## src/hdl/asp_pkg.sv

```systemverilog
// Constants and types for the asynchronous serial port
package asp_pkg;
    // Register indices on the plain register port
    localparam logic [2:0] ASP_REG_DATA = 3'h0;
    localparam logic [2:0] ASP_REG_CTRL = 3'h1;
    localparam logic [2:0] ASP_REG_STAT = 3'h2;
    localparam logic [2:0] ASP_REG_BAUD = 3'h3;
    localparam logic [2:0] ASP_REG_FORCE = 3'h4;
    // Control fields
    localparam int ASP_CTRL_LEN8 = 0;
    localparam int ASP_CTRL_STOP2 = 1;
    localparam int ASP_CTRL_PAREN = 2;
    localparam int ASP_CTRL_PARODD = 3;
    localparam int ASP_CTRL_LOOP = 4;
    // Status fields
    localparam int ASP_STAT_RXRDY = 0;
    localparam int ASP_STAT_TXRDY = 1;
    localparam int ASP_STAT_PERR = 2;
    localparam int ASP_STAT_FERR = 3;
    localparam int ASP_STAT_OERR = 4;
    localparam int ASP_STAT_TXBUSY = 5;
    // Force fields (loopback only)
    localparam int ASP_FORCE_PAR = 0;
    localparam int ASP_FORCE_FRM = 1;
    localparam int ASP_FORCE_OVR = 2;
    // Reset values
    localparam logic [4:0] ASP_CTRL_RST = 5'h01;
    localparam logic [7:0] ASP_BAUD_RST = 8'h00;
    // Oversampling
    localparam int ASP_OVERSAMPLE = 16;
    localparam logic [3:0] ASP_MID_TICK = 4'h7;
    localparam logic [3:0] ASP_LAST_TICK = 4'hF;

    typedef enum logic [4:0] {
        ASP_IDLE = 5'b00001,
        ASP_START = 5'b00010,
        ASP_DATA = 5'b00100,
        ASP_PAR = 5'b01000,
        ASP_STOP = 5'b10000
    } asp_state_e;
endpackage

```

## src/hdl/asp_top.sv

```systemverilog
// Asynchronous serial port without FIFO, with loopback and baud generator
//
// Added by the designer: the plain strobed port and the register offsets.
`timescale 1ns/1ps
// Operation
// - Transmit and receive run at once, independently, from one shared tick.
// - The receiver retimes itself on each character's start edge.
// - The receiver samples sixteen ticks per bit period.
// - Software picks seven or eight data bits.
// - Software picks one or two stop bits.
// - Software picks even, odd or no parity; transmit makes it, receive checks.
// - Receive flags parity, framing and overrun errors.
// - Loopback routes transmit output to receive input internally.
// - In loopback, software can force parity, framing and overrun errors.
// - An 8-bit programmable counter divides the clock to make the tick.
// - Baud timing runs from the peripheral clock, not the bus clock.
// - The baud clock stops while the processor is halted.
// - All port logic runs in the peripheral clock domain.
module asp_top
    import asp_pkg::*;
(
    // Peripheral clock and reset
    input wire logic i_ref_clk,
    input wire logic i_rst,
    // Register port
    input wire logic [2:0] i_addr,
    input wire logic [7:0] i_wdata,
    input wire logic i_wr,
    input wire logic i_rd,
    output logic [7:0] o_rdata,
    // Power state
    input wire logic i_halt,
    // Serial line
    input wire logic i_rxd,
    output logic o_txd
);
    // Registers
    logic [4:0] ctrl;
    logic [7:0] baud_div;
    logic [2:0] force_err;
    logic tick;

    wire logic len8 = ctrl[ASP_CTRL_LEN8];
    wire logic stop2 = ctrl[ASP_CTRL_STOP2];
    wire logic par_en = ctrl[ASP_CTRL_PAREN];
    wire logic par_odd = ctrl[ASP_CTRL_PARODD];
    wire logic loop_on = ctrl[ASP_CTRL_LOOP];

    // Pin synchroniser; the first stage feeds only the second
    logic rxd_s1;
    logic rxd_s2;
    logic halt_s1;
    logic halt_s2;
    always_ff @(posedge i_ref_clk)
    begin
        if (i_rst)
        begin
            rxd_s1 <= 1'b1;
            rxd_s2 <= 1'b1;
            halt_s1 <= 1'b0;
            halt_s2 <= 1'b0;
        end
        else
        begin
            rxd_s1 <= i_rxd;
            rxd_s2 <= rxd_s1;
            halt_s1 <= i_halt;
            halt_s2 <= halt_s1;
        end
    end

    // Baud generator on the peripheral clock, not the bus clock
    asp_baud_gen #(.DIV_W(8)) u_baud (
        .i_ref_clk(i_ref_clk),
        .i_rst(i_rst),
        .i_div(baud_div),
        .i_halt(halt_s2),
        .o_tick(tick)
    );

    // Register decode
    wire logic wr_data = i_wr && (i_addr == ASP_REG_DATA);
    wire logic wr_ctrl = i_wr && (i_addr == ASP_REG_CTRL);
    wire logic wr_baud = i_wr && (i_addr == ASP_REG_BAUD);
    wire logic wr_force = i_wr && (i_addr == ASP_REG_FORCE);
    wire logic wr_stat = i_wr && (i_addr == ASP_REG_STAT);
    wire logic rd_data = i_rd && (i_addr == ASP_REG_DATA);

    always_ff @(posedge i_ref_clk)
    begin
        if (i_rst)
        begin
            ctrl <= ASP_CTRL_RST;
            baud_div <= ASP_BAUD_RST;
            force_err <= 3'h0;
        end
        else
        begin
            if (wr_ctrl)
                ctrl <= i_wdata[4:0];
            if (wr_baud)
                baud_div <= i_wdata;
            if (wr_force)
                force_err <= i_wdata[2:0];
        end
    end

    // Force bits only act in loopback
    wire logic f_par = loop_on && force_err[ASP_FORCE_PAR];
    wire logic f_frm = loop_on && force_err[ASP_FORCE_FRM];
    wire logic f_ovr = loop_on && force_err[ASP_FORCE_OVR];

    // ---------------- Transmitter ----------------
    asp_state_e tx_state;
    logic [7:0] tx_hold;
    logic tx_full;
    logic [7:0] tx_shift;
    logic [3:0] tx_tick;
    logic [2:0] tx_bit;
    logic tx_par;
    logic tx_line;
    wire logic tx_bit_end = tick && (tx_tick == ASP_LAST_TICK);
    wire logic [2:0] last_data = len8 ? 3'h7 : 3'h6;
    // Forced parity error inverts the sent parity bit
    wire logic tx_par_bit = tx_par ^ par_odd ^ f_par;
    wire logic tx_busy = (tx_state != ASP_IDLE);

    always_ff @(posedge i_ref_clk)
    begin
        if (i_rst)
        begin
            tx_state <= ASP_IDLE;
            tx_hold <= 8'h00;
            tx_full <= 1'b0;
            tx_shift <= 8'h00;
            tx_tick <= 4'h0;
            tx_bit <= 3'h0;
            tx_par <= 1'b0;
            tx_line <= 1'b1;
        end
        else
        begin
            if (wr_data)
            begin
                tx_hold <= i_wdata;
                tx_full <= 1'b1;
            end
            if (tick)
                tx_tick <= tx_tick + 4'h1;
            case (tx_state)
                ASP_IDLE:
                begin
                    tx_line <= 1'b1;
                    if (tx_full && tick && !wr_data)
                    begin
                        tx_shift <= tx_hold;
                        tx_full <= 1'b0;
                        tx_par <= 1'b0;
                        tx_tick <= 4'h0;
                        tx_line <= 1'b0;
                        tx_state <= ASP_START;
                    end
                end
                ASP_START:
                begin
                    if (tx_bit_end)
                    begin
                        tx_line <= tx_shift[0];
                        tx_par <= tx_shift[0];
                        tx_bit <= 3'h0;
                        tx_state <= ASP_DATA;
                    end
                end
                ASP_DATA:
                begin
                    if (tx_bit_end)
                    begin
                        tx_shift <= {1'b0, tx_shift[7:1]};
                        tx_bit <= tx_bit + 3'h1;
                        if (tx_bit == last_data)
                        begin
                            tx_line <= par_en ? tx_par_bit : f_frm ? 1'b0
                                : 1'b1;
                            tx_state <= par_en ? ASP_PAR : ASP_STOP;
                            tx_bit <= 3'h0;
                        end
                        else
                        begin
                            tx_line <= tx_shift[1];
                            tx_par <= tx_par ^ tx_shift[1];
                        end
                    end
                end
                ASP_PAR:
                begin
                    if (tx_bit_end)
                    begin
                        // Forced framing error sends a low stop bit
                        tx_line <= ~f_frm;
                        tx_state <= ASP_STOP;
                    end
                end
                ASP_STOP:
                begin
                    if (tx_bit_end)
                    begin
                        tx_line <= 1'b1;
                        if (stop2 && tx_bit == 3'h0)
                            tx_bit <= 3'h1;
                        else
                            tx_state <= ASP_IDLE;
                    end
                end
                default:
                    tx_state <= ASP_IDLE;
            endcase
        end
    end

    // ---------------- Receiver ----------------
    // Loopback keeps the pin idle and feeds the receiver internally
    wire logic rx_in = loop_on ? tx_line : rxd_s2;

    asp_state_e rx_state;
    logic [7:0] rx_shift;
    logic [7:0] rx_data;
    logic [3:0] rx_tick;
    logic [2:0] rx_bit;
    logic rx_par;
    logic rx_full;
    logic perr;
    logic ferr;
    logic oerr;
    // Edge, not level: a low stop bit must not restart the receiver
    logic rx_prev;
    wire logic rx_mid = tick && (rx_tick == ASP_MID_TICK);
    wire logic rx_done = rx_mid && (rx_state == ASP_STOP);
    wire logic par_bad = par_en && ((rx_par ^ par_odd) != 1'b0);
    // Store character, shifting 7-bit data into place
    wire logic [7:0] rx_word = len8 ? rx_shift : {1'b0, rx_shift[7:1]};
    wire logic ovr_hit = rx_done && (rx_full || f_ovr);

    always_ff @(posedge i_ref_clk)
    begin
        if (i_rst)
        begin
            rx_state <= ASP_IDLE;
            rx_shift <= 8'h00;
            rx_tick <= 4'h0;
            rx_bit <= 3'h0;
            rx_par <= 1'b0;
            rx_prev <= 1'b1;
        end
        else
        begin
            rx_prev <= rx_in;
            if (tick)
                rx_tick <= rx_tick + 4'h1;
            case (rx_state)
                ASP_IDLE:
                begin
                    if (rx_prev && !rx_in)
                    begin
                        rx_tick <= 4'h0;
                        rx_state <= ASP_START;
                    end
                end
                ASP_START:
                begin
                    if (rx_mid)
                    begin
                        // Glitch shorter than half a bit is dropped
                        rx_state <= rx_in ? ASP_IDLE : ASP_DATA;
                        rx_bit <= 3'h0;
                        rx_par <= 1'b0;
                    end
                end
                ASP_DATA:
                begin
                    if (rx_mid)
                    begin
                        rx_shift <= {rx_in, rx_shift[7:1]};
                        rx_par <= rx_par ^ rx_in;
                        rx_bit <= rx_bit + 3'h1;
                        if (rx_bit == last_data)
                            rx_state <= par_en ? ASP_PAR : ASP_STOP;
                    end
                end
                ASP_PAR:
                begin
                    if (rx_mid)
                    begin
                        rx_par <= rx_par ^ rx_in;
                        rx_state <= ASP_STOP;
                    end
                end
                ASP_STOP:
                begin
                    // Only the first stop bit is checked, for early retiming
                    if (rx_mid)
                        rx_state <= ASP_IDLE;
                end
                default:
                    rx_state <= ASP_IDLE;
            endcase
        end
    end

    // Receive holding register and sticky errors; set beats clear
    always_ff @(posedge i_ref_clk)
    begin
        if (i_rst)
        begin
            rx_data <= 8'h00;
            rx_full <= 1'b0;
            perr <= 1'b0;
            ferr <= 1'b0;
            oerr <= 1'b0;
        end
        else
        begin
            if (rx_done)
                rx_data <= rx_word;
            rx_full <= rx_done || (rx_full && !rd_data);
            perr <= (rx_done && par_bad)
                || (perr && !(wr_stat && i_wdata[ASP_STAT_PERR]));
            ferr <= (rx_done && !rx_in)
                || (ferr && !(wr_stat && i_wdata[ASP_STAT_FERR]));
            oerr <= ovr_hit
                || (oerr && !(wr_stat && i_wdata[ASP_STAT_OERR]));
        end
    end

    // Read path
    wire logic [7:0] stat_word = {2'b00, tx_busy, oerr, ferr, perr,
        !tx_full, rx_full};
    logic [7:0] rd_mux;
    always_comb
    begin
        if (i_addr == ASP_REG_DATA)
            rd_mux = rx_data;
        else if (i_addr == ASP_REG_CTRL)
            rd_mux = {3'b000, ctrl};
        else if (i_addr == ASP_REG_STAT)
            rd_mux = stat_word;
        else if (i_addr == ASP_REG_BAUD)
            rd_mux = baud_div;
        else if (i_addr == ASP_REG_FORCE)
            rd_mux = {5'b00000, force_err};
        else
            rd_mux = 8'h00;
    end

    always_ff @(posedge i_ref_clk)
    begin
        if (i_rst)
        begin
            o_rdata <= 8'h00;
            o_txd <= 1'b1;
        end
        else
        begin
            o_rdata <= i_rd ? rd_mux : 8'h00;
            // Line idles high during loopback
            o_txd <= loop_on ? 1'b1 : tx_line;
        end
    end
endmodule

```

## src/hdl/asp_baud_gen.sv

```systemverilog
// Programmable 8-bit baud divider producing the sample tick
`timescale 1ns/1ps
module asp_baud_gen
    import asp_pkg::*;
#(
    parameter int DIV_W = 8
)
(
    // Clock and reset
    input wire logic i_ref_clk,
    input wire logic i_rst,
    // Control
    input wire logic [DIV_W-1:0] i_div,
    input wire logic i_halt,
    // Tick
    output logic o_tick
);
    // Elaboration-time guard on the divider width
    if (DIV_W < 1)
    begin
        $error("asp_baud_gen: DIV_W must be positive");
    end

    logic [DIV_W-1:0] count;
    wire logic at_end = (count == i_div);

    // Held still during halt so the tick phase resumes cleanly
    always_ff @(posedge i_ref_clk)
    begin
        if (i_rst)
        begin
            count <= '0;
            o_tick <= 1'b0;
        end
        else if (i_halt)
        begin
            o_tick <= 1'b0;
        end
        else
        begin
            count <= at_end ? '0 : count + 1'b1;
            o_tick <= at_end;
        end
    end
endmodule

```

## config.mk

```make
export PLATFORM = sky130hd
export DESIGN_NAME = asp_top
export DESIGN_NICKNAME = d
export VERILOG_FILES = /design/src/hdl/asp_pkg.sv /design/src/hdl/asp_top.sv /design/src/hdl/asp_baud_gen.sv
export SDC_FILE = /design/constraint.sdc
export NUM_CORES = 1
export LEC_CHECK = 0
export ABC_AREA = 0
export ABC_CLOCK_PERIOD_IN_PS = 5000
export BUFFER_PORTS_ARGS = -buffer_cell sky130_fd_sc_hd__buf_2
export CORE_ASPECT_RATIO = 0.8
export CORE_MARGIN = 2
export CORE_UTILIZATION = 41
export CTS_BUF_LIST = sky130_fd_sc_hd__clkbuf_4
export CTS_CLUSTER_SIZE = 40
export DETAILED_ROUTE_END_ITERATION = 8
export PLACE_DENSITY = 0.66
export SLEW_MARGIN = 30
export SYNTH_ARGS = -nofsm -noshare
export SYNTH_HDL_FRONTEND = slang
export SYNTH_SLANG_ARGS = --single-unit
```

## constraint.sdc

```tcl
create_clock -name i_ref_clk -period 5 [get_ports i_ref_clk]
set_clock_uncertainty 0.1 [all_clocks]
set_input_delay 0.75 -clock i_ref_clk [delete_from_list [all_inputs] [get_ports i_ref_clk]]
set_output_delay 0.75 -clock i_ref_clk [all_outputs]
set_load 0.01 [all_outputs]
```

---- After elaboration in Yosys (flattened, before gate mapping) ----
Index checks and enable logic that the tools add are counted.
word-level totals
  register bits after elaboration ......... 103
  input bits .............................. 17
  output and inout bits ................... 9
operators by class
  $add $sub $neg .......................... 5
  eq/ne operators ......................... 36
  multiplexer cells ....................... 63
  bitwise logic cells ..................... 7
  reductions and logical operators ........ 60
operators by type and width
  kind                                           count
  2-to-1 mux 5 bit                               14
  2-to-1 mux 8 bit                               8
  case mux 5 bit (5 select lines)                2
  inequality test 2 bit, second input constant   15
  logical AND 1 bit                              27
  2-to-1 mux 3 bit                               9
  2-to-1 mux 4 bit                               6
  2-to-1 mux 1 bit                               18
  case mux 8 bit (2 select lines)                1
  AND reduction 5 bit                            3
  == test 5 x 1 -> 1 bit, second input constant  2
  == test 5 x 2 -> 1 bit, second input constant  2
  == test 5 x 3 -> 1 bit, second input constant  2
  == test 5 x 4 -> 1 bit, second input constant  2
  == test 5 bit, second input constant           2
  case mux 3 bit (3 select lines)                1
  AND reduction 3 bit                            3
  adder 4 x 1 -> 4 bit, second input constant    2
  adder 8 x 1 -> 8 bit, second input constant    1
  == test 8 bit                                  1
  OR reduction 2 bit                             4
  logical NOT 1 bit                              7
  AND reduction 7 bit                            1
  adder 3 x 1 -> 3 bit, second input constant    2
  21 further kinds                               36

---- Longest topological paths before layout ----
  depth in word-level cells ............... 6
  mapped depth ............................ 7

---- Hierarchy ----
A second synthesis with hierarchy kept.
second synthesis, totals
  cells, all modules ...................... 568
  area, all modules ....................... 4911.0 um^2
modules (own cells, without submodules)
  module        times used  cells each  area each (um^2)
  asp_top       1           520         4439.3
  asp_baud_gen  1           48          471.7

---- Worst setup path before layout ----
No wires, ideal clock.
  path type ............................... input-to-reg
  from .................................... input i_addr[0]
  to ...................................... register tx_state[3]
  setup time .............................. 0.101 ns
  arrival ................................. 2.281 ns
  data required time ...................... 4.799 ns
  setup slack ............................. 2.518 ns
  stages on the path ...................... 7
  path buffers ............................ 2
  cell sequence ........................... clkbuf_1 > nor2_1 > nand2b_1 > clkbuf_1 > a31oi_1 > or3_1 > o41ai_1
between the ends
  cells in the longest elaborated chain, start to end .. 6
ends and longest elaborated chain
  element                          RTL line        RTL
  start: declaration               asp_top.sv:26   input wire logic [2:0] i_addr,
  logical NOT 3 bit                asp_top.sv:82   wire logic wr_data = i_wr && (i_addr == ASP_REG_DATA);
  logical AND 1 bit                asp_top.sv:82
  logical NOT 1 bit                asp_top.sv:154  if (tx_full && tick && !wr_data)
  logical AND 1 bit                asp_top.sv:154
  inequality test 2 bit (no line)  n/a
  AND reduction 7 bit (no line)    n/a
  end signal: assignment           asp_top.sv:184  tx_state <= par_en ? ASP_PAR : ASP_STOP;
  end: declaration                 asp_top.sv:114  asp_state_e tx_state;
Every way passes these cells.
A chain may end at the register's enable or synchronous reset.

---- Worst setup path in the final report ----
  from .................................... register tx_state[3]
  to ...................................... register tx_shift[3]
between the ends
  cells in the longest elaborated chain, start to end .. 3
  elaborated cells on any way between the ends .. 7
ends and longest elaborated chain
  element                                                                       RTL line        RTL
  == test 5 x 1 -> 1 bit / == test 5 x 3 -> 1 bit (equally long branches)       asp_top.sv:150  case (tx_state)
  inequality test 2 bit (no line) / nonzero test 2 bit (equally long branches)  n/a
  AND reduction 3 bit (no line)                                                 n/a
  end signal: assignment                                                        asp_top.sv:156  tx_shift <= tx_hold;
  end signal: assignment                                                        asp_top.sv:178  tx_shift <= {1'b0, tx_shift[7:1]};
  end: declaration                                                              asp_top.sv:117  logic [7:0] tx_shift;
Several ways; a longest one is shown, not always the timed one.

==> results.tsv <==
stage	metric	value	unit
global_route	antenna_found_initial	0	
clock_tree	clkLatencyLatePin	460	ps
outcome	status	finished, final reports clean	
global_route	grt_max_degree	75	
critical_path	critPathMaxStageDelay	560	ps
clock_tree	cts-htree-levels	3	
layout	layout-drive-gt1-share	9.61	%
layout	antenna_cells	0	
critical_path	path_cells	nor3_1 > and2_1 > a21o_1 > nor2_1 > a311oi_1	
synth	yosys_most_used_dff	dfxtp_1	
synth	synthArstFlopShare	0	%
layout	syn_to_final_growth	7.26	%
synth	ys_types	60	
layout	final_cell_mix	dfxtp_1 (103), nand2_1 (93), nor2_1 (65), a21oi_1 (47), buf_2 (25)	
clock_tree	cts_root_buf	clkbuf_4	
synth	synth-edff-count	0	
power	ir_drop	0.143	mV
critical_path	worst-path-buf-inv	0	
detailed_routing	drtPass1Iterations	5	
floorplanning	start_util	41.8	%
sta	hold_viol	0	
floorplanning	die_h	101	microns
power	p_leak	1.83	nW
synth	synth_area	0.00479	sq mm
sta	timing.hold.ws	336	ps
synth	synth.area.top_cells	dfxtp_1 (43%), nand2_1 (7.3%), nor2_1 (5.1%)	
clock_tree	cts_sinks	103	
clock_tree	cts_resized	0	
layout	final_common_cell	dfxtp_1	
detailed_routing	num_vias	3956	
layout	nFillCells	1136	
detailed_routing	wl	10800	microns
synth	synth_cells	576	
flow_run	maxCapViolations	0	
clock_tree	clock_path_buffers	2	
clock_tree	holdBufCountCts	0	
floorplanning	core-area	0.0115	sq mm
sta	report.final.slew_viol_count	0	
power	cellPowerDensity	283	mW/mm^2
place	place.gp.congestion	0.871	
floorplanning	fp.dieW	125	microns
sta	worst_slew_pin_slew	810	ps
sta	min_period	2550	ps
sta	min_period_over_period	51.0	%
global_route	grt_pass1_vias	3637	
critical_path	path_delay_family	simple AND/OR/NAND/NOR gates	
detailed_routing	drtAntennaViolNets	0	
detailed_routing	drc_errors	0	
detailed_routing	via_per_inst	5.41	
global_route	track_usage	17.5	%
global_route	overflow	0	
synth	ys_seq_area_share	43.0	%
critical_path	crit_required	5270	ps
min_path	min_path_type	reg2reg	
synth	yosysTopAreaCell	dfxtp_1	
sta	setup_viol	0	
critical_path	cpMaxStageDelayCell	nor3_1	
place	hpwl	7730	microns
sta	grt_setup_unrepaired	no	
critical_path	cp-end-kind	flop	
synth	synth_nets	599	
clock_tree	clk_transition_reported_paths	150	ps
sta	final.setup.tns	0	ps
critical_path	crit_type	reg2reg	
synth	ys_warn_count	0	
floorplanning	io-pin-count	26	
sta	slew_headroom	45.8	%
clock_tree	cts_tree	done	
detailed_routing	drtIter0Drc	264	
clock_tree	postCtsSetupBuffers	0	
sta	fmax	0.392	GHz
synth	synth_top_area_share	43.0	%
synth	synth-seq-cells	103	
floorplanning	die-area	0.0126	sq mm
floorplanning	row_count	35	
critical_path	worstSetupStartpointType	flop	
critical_path	worstPathArrival	2820	ps
critical_path	crit_fanout	15	
layout	nets	601	
global_route	grt_first_pass_wirelength	18000	microns
detailed_routing	wire_per_inst	14.8	microns
clock_tree	cts_made_buffers	9	
synth	syn_area_per_cell	8.32	sq um
place	io_buffers	25	
-- per-stage QoR --
step | setup slack, ps | utilization [%] | cells | power, mW | instance area (sq um)
after global placement | 2350 | 43.4 | 715 | 0.981 | 4980
after CTS | 2470 | 44.8 | 731 | 1.46 | 5140
final | 2450 | 44.8 | 731 | 1.45 | 5140
after floorplan | 2520 | - | 576 | 0.953 | 4790
after detailed placement | 2260 | 43.4 | 715 | 0.987 | 4980
after global routing | 2180 | 44.8 | 731 | 1.51 | 5140
-- state kept, by name, summed over array words and instances, names as in the netlist, 4 cells and up --
name	count
rx_data	8
rx_state	5
rx_tick	4
rx_shift	8
tx_state	5
baud_div	8
tx_hold	8
u_baud.count	8
ctrl	5
tx_shift	8
o_rdata	8
tx_tick	4
-- synthesized netlist by cell type, types with 3 or more instances --
| master | n |
|---|---|
| nand2_1 | 93 |
| o21ai_0 | 15 |
| a22oi_1 | 3 |
| nor4_1 | 6 |
| nand2b_1 | 11 |
| and3_1 | 5 |
| nand3b_1 | 3 |
| nand3_1 | 15 |
| a211oi_1 | 11 |
| buf_1 | 4 |
| a2111oi_0 | 3 |
| a311oi_1 | 7 |
| or2_2 | 4 |
| nor2b_1 | 12 |
| mux2i_1 | 23 |
| nor3_1 | 8 |
| inv_1 | 10 |
| clkbuf_1 | 28 |
| dfxtp_1 | 103 |
| nor2_1 | 65 |
| o21a_1 | 3 |
| ha_1 | 6 |
| xor2_1 | 13 |
| nand4_1 | 5 |
| a21oi_1 | 47 |
| o211ai_1 | 8 |
| a31oi_1 | 3 |
| or3_1 | 5 |
| xnor2_1 | 18 |
-- layout make-up --
| type | instances | area [sq um] | area share, % |
|---|---|---|---|
| Sequential cell | 103 | 2060 | 40.1 |
| Inverter | 10 | 37.5 | 0.730 |
| Clock buffer | 9 | 67.6 | 1.31 |
| Tap cell | 148 | 185 | 3.60 |
| Clock inverter | 7 | 95.1 | 1.85 |
| Multi-Input combinational cell | 427 | 2550 | 49.6 |
| Timing Repair Buffer | 27 | 140 | 2.73 |
-- power by group --
part | switching (mW) | total [mW] | internal [mW]
clock network | 0.279 | 0.484 | 0.205
logic | 0.0627 | 0.105 | 0.0427
registers | 0.0248 | 0.865 | 0.840
-- worst paths after layout --
path | startpoint | end | slack, ps | depth (start not counted)
worst min register to register | rxd_s1 | rxd_s2 | 340 | 1
worst max register to register | tx_state[3] | tx_shift[3] | 2450 | 5
worst min-delay path | rxd_s1 | rxd_s2 | 340 | 1
worst max-delay path | tx_state[3] | tx_shift[3] | 2450 | 5
-- layer usage --
metal | up-vias | GRT usage, % | wire length (microns) | share of wire [%]
li1 | 2014 | - | - | -
met4 | 0 | 4.62 | 142 | 1.3
met2 | 85 | 26.4 | 4650 | 43
met1 | 1839 | 25.4 | 5540 | 51
met3 | 18 | 3.82 | 508 | 4.7
met5 | - | 0 | 0 | 0
-- cell families after synthesis --
group | Yosys count | share of synthesized area (%)
compound gates | 117 | 15.7
simple gates | 248 | 24.7
buf+inv | 46 | 3.84
mux | 25 | 5.51
flops | 103 | 43.0
xor+xnor | 31 | 5.67
fa+ha+maj | 6 | 1.57
(Power assumes the default switching activity.)
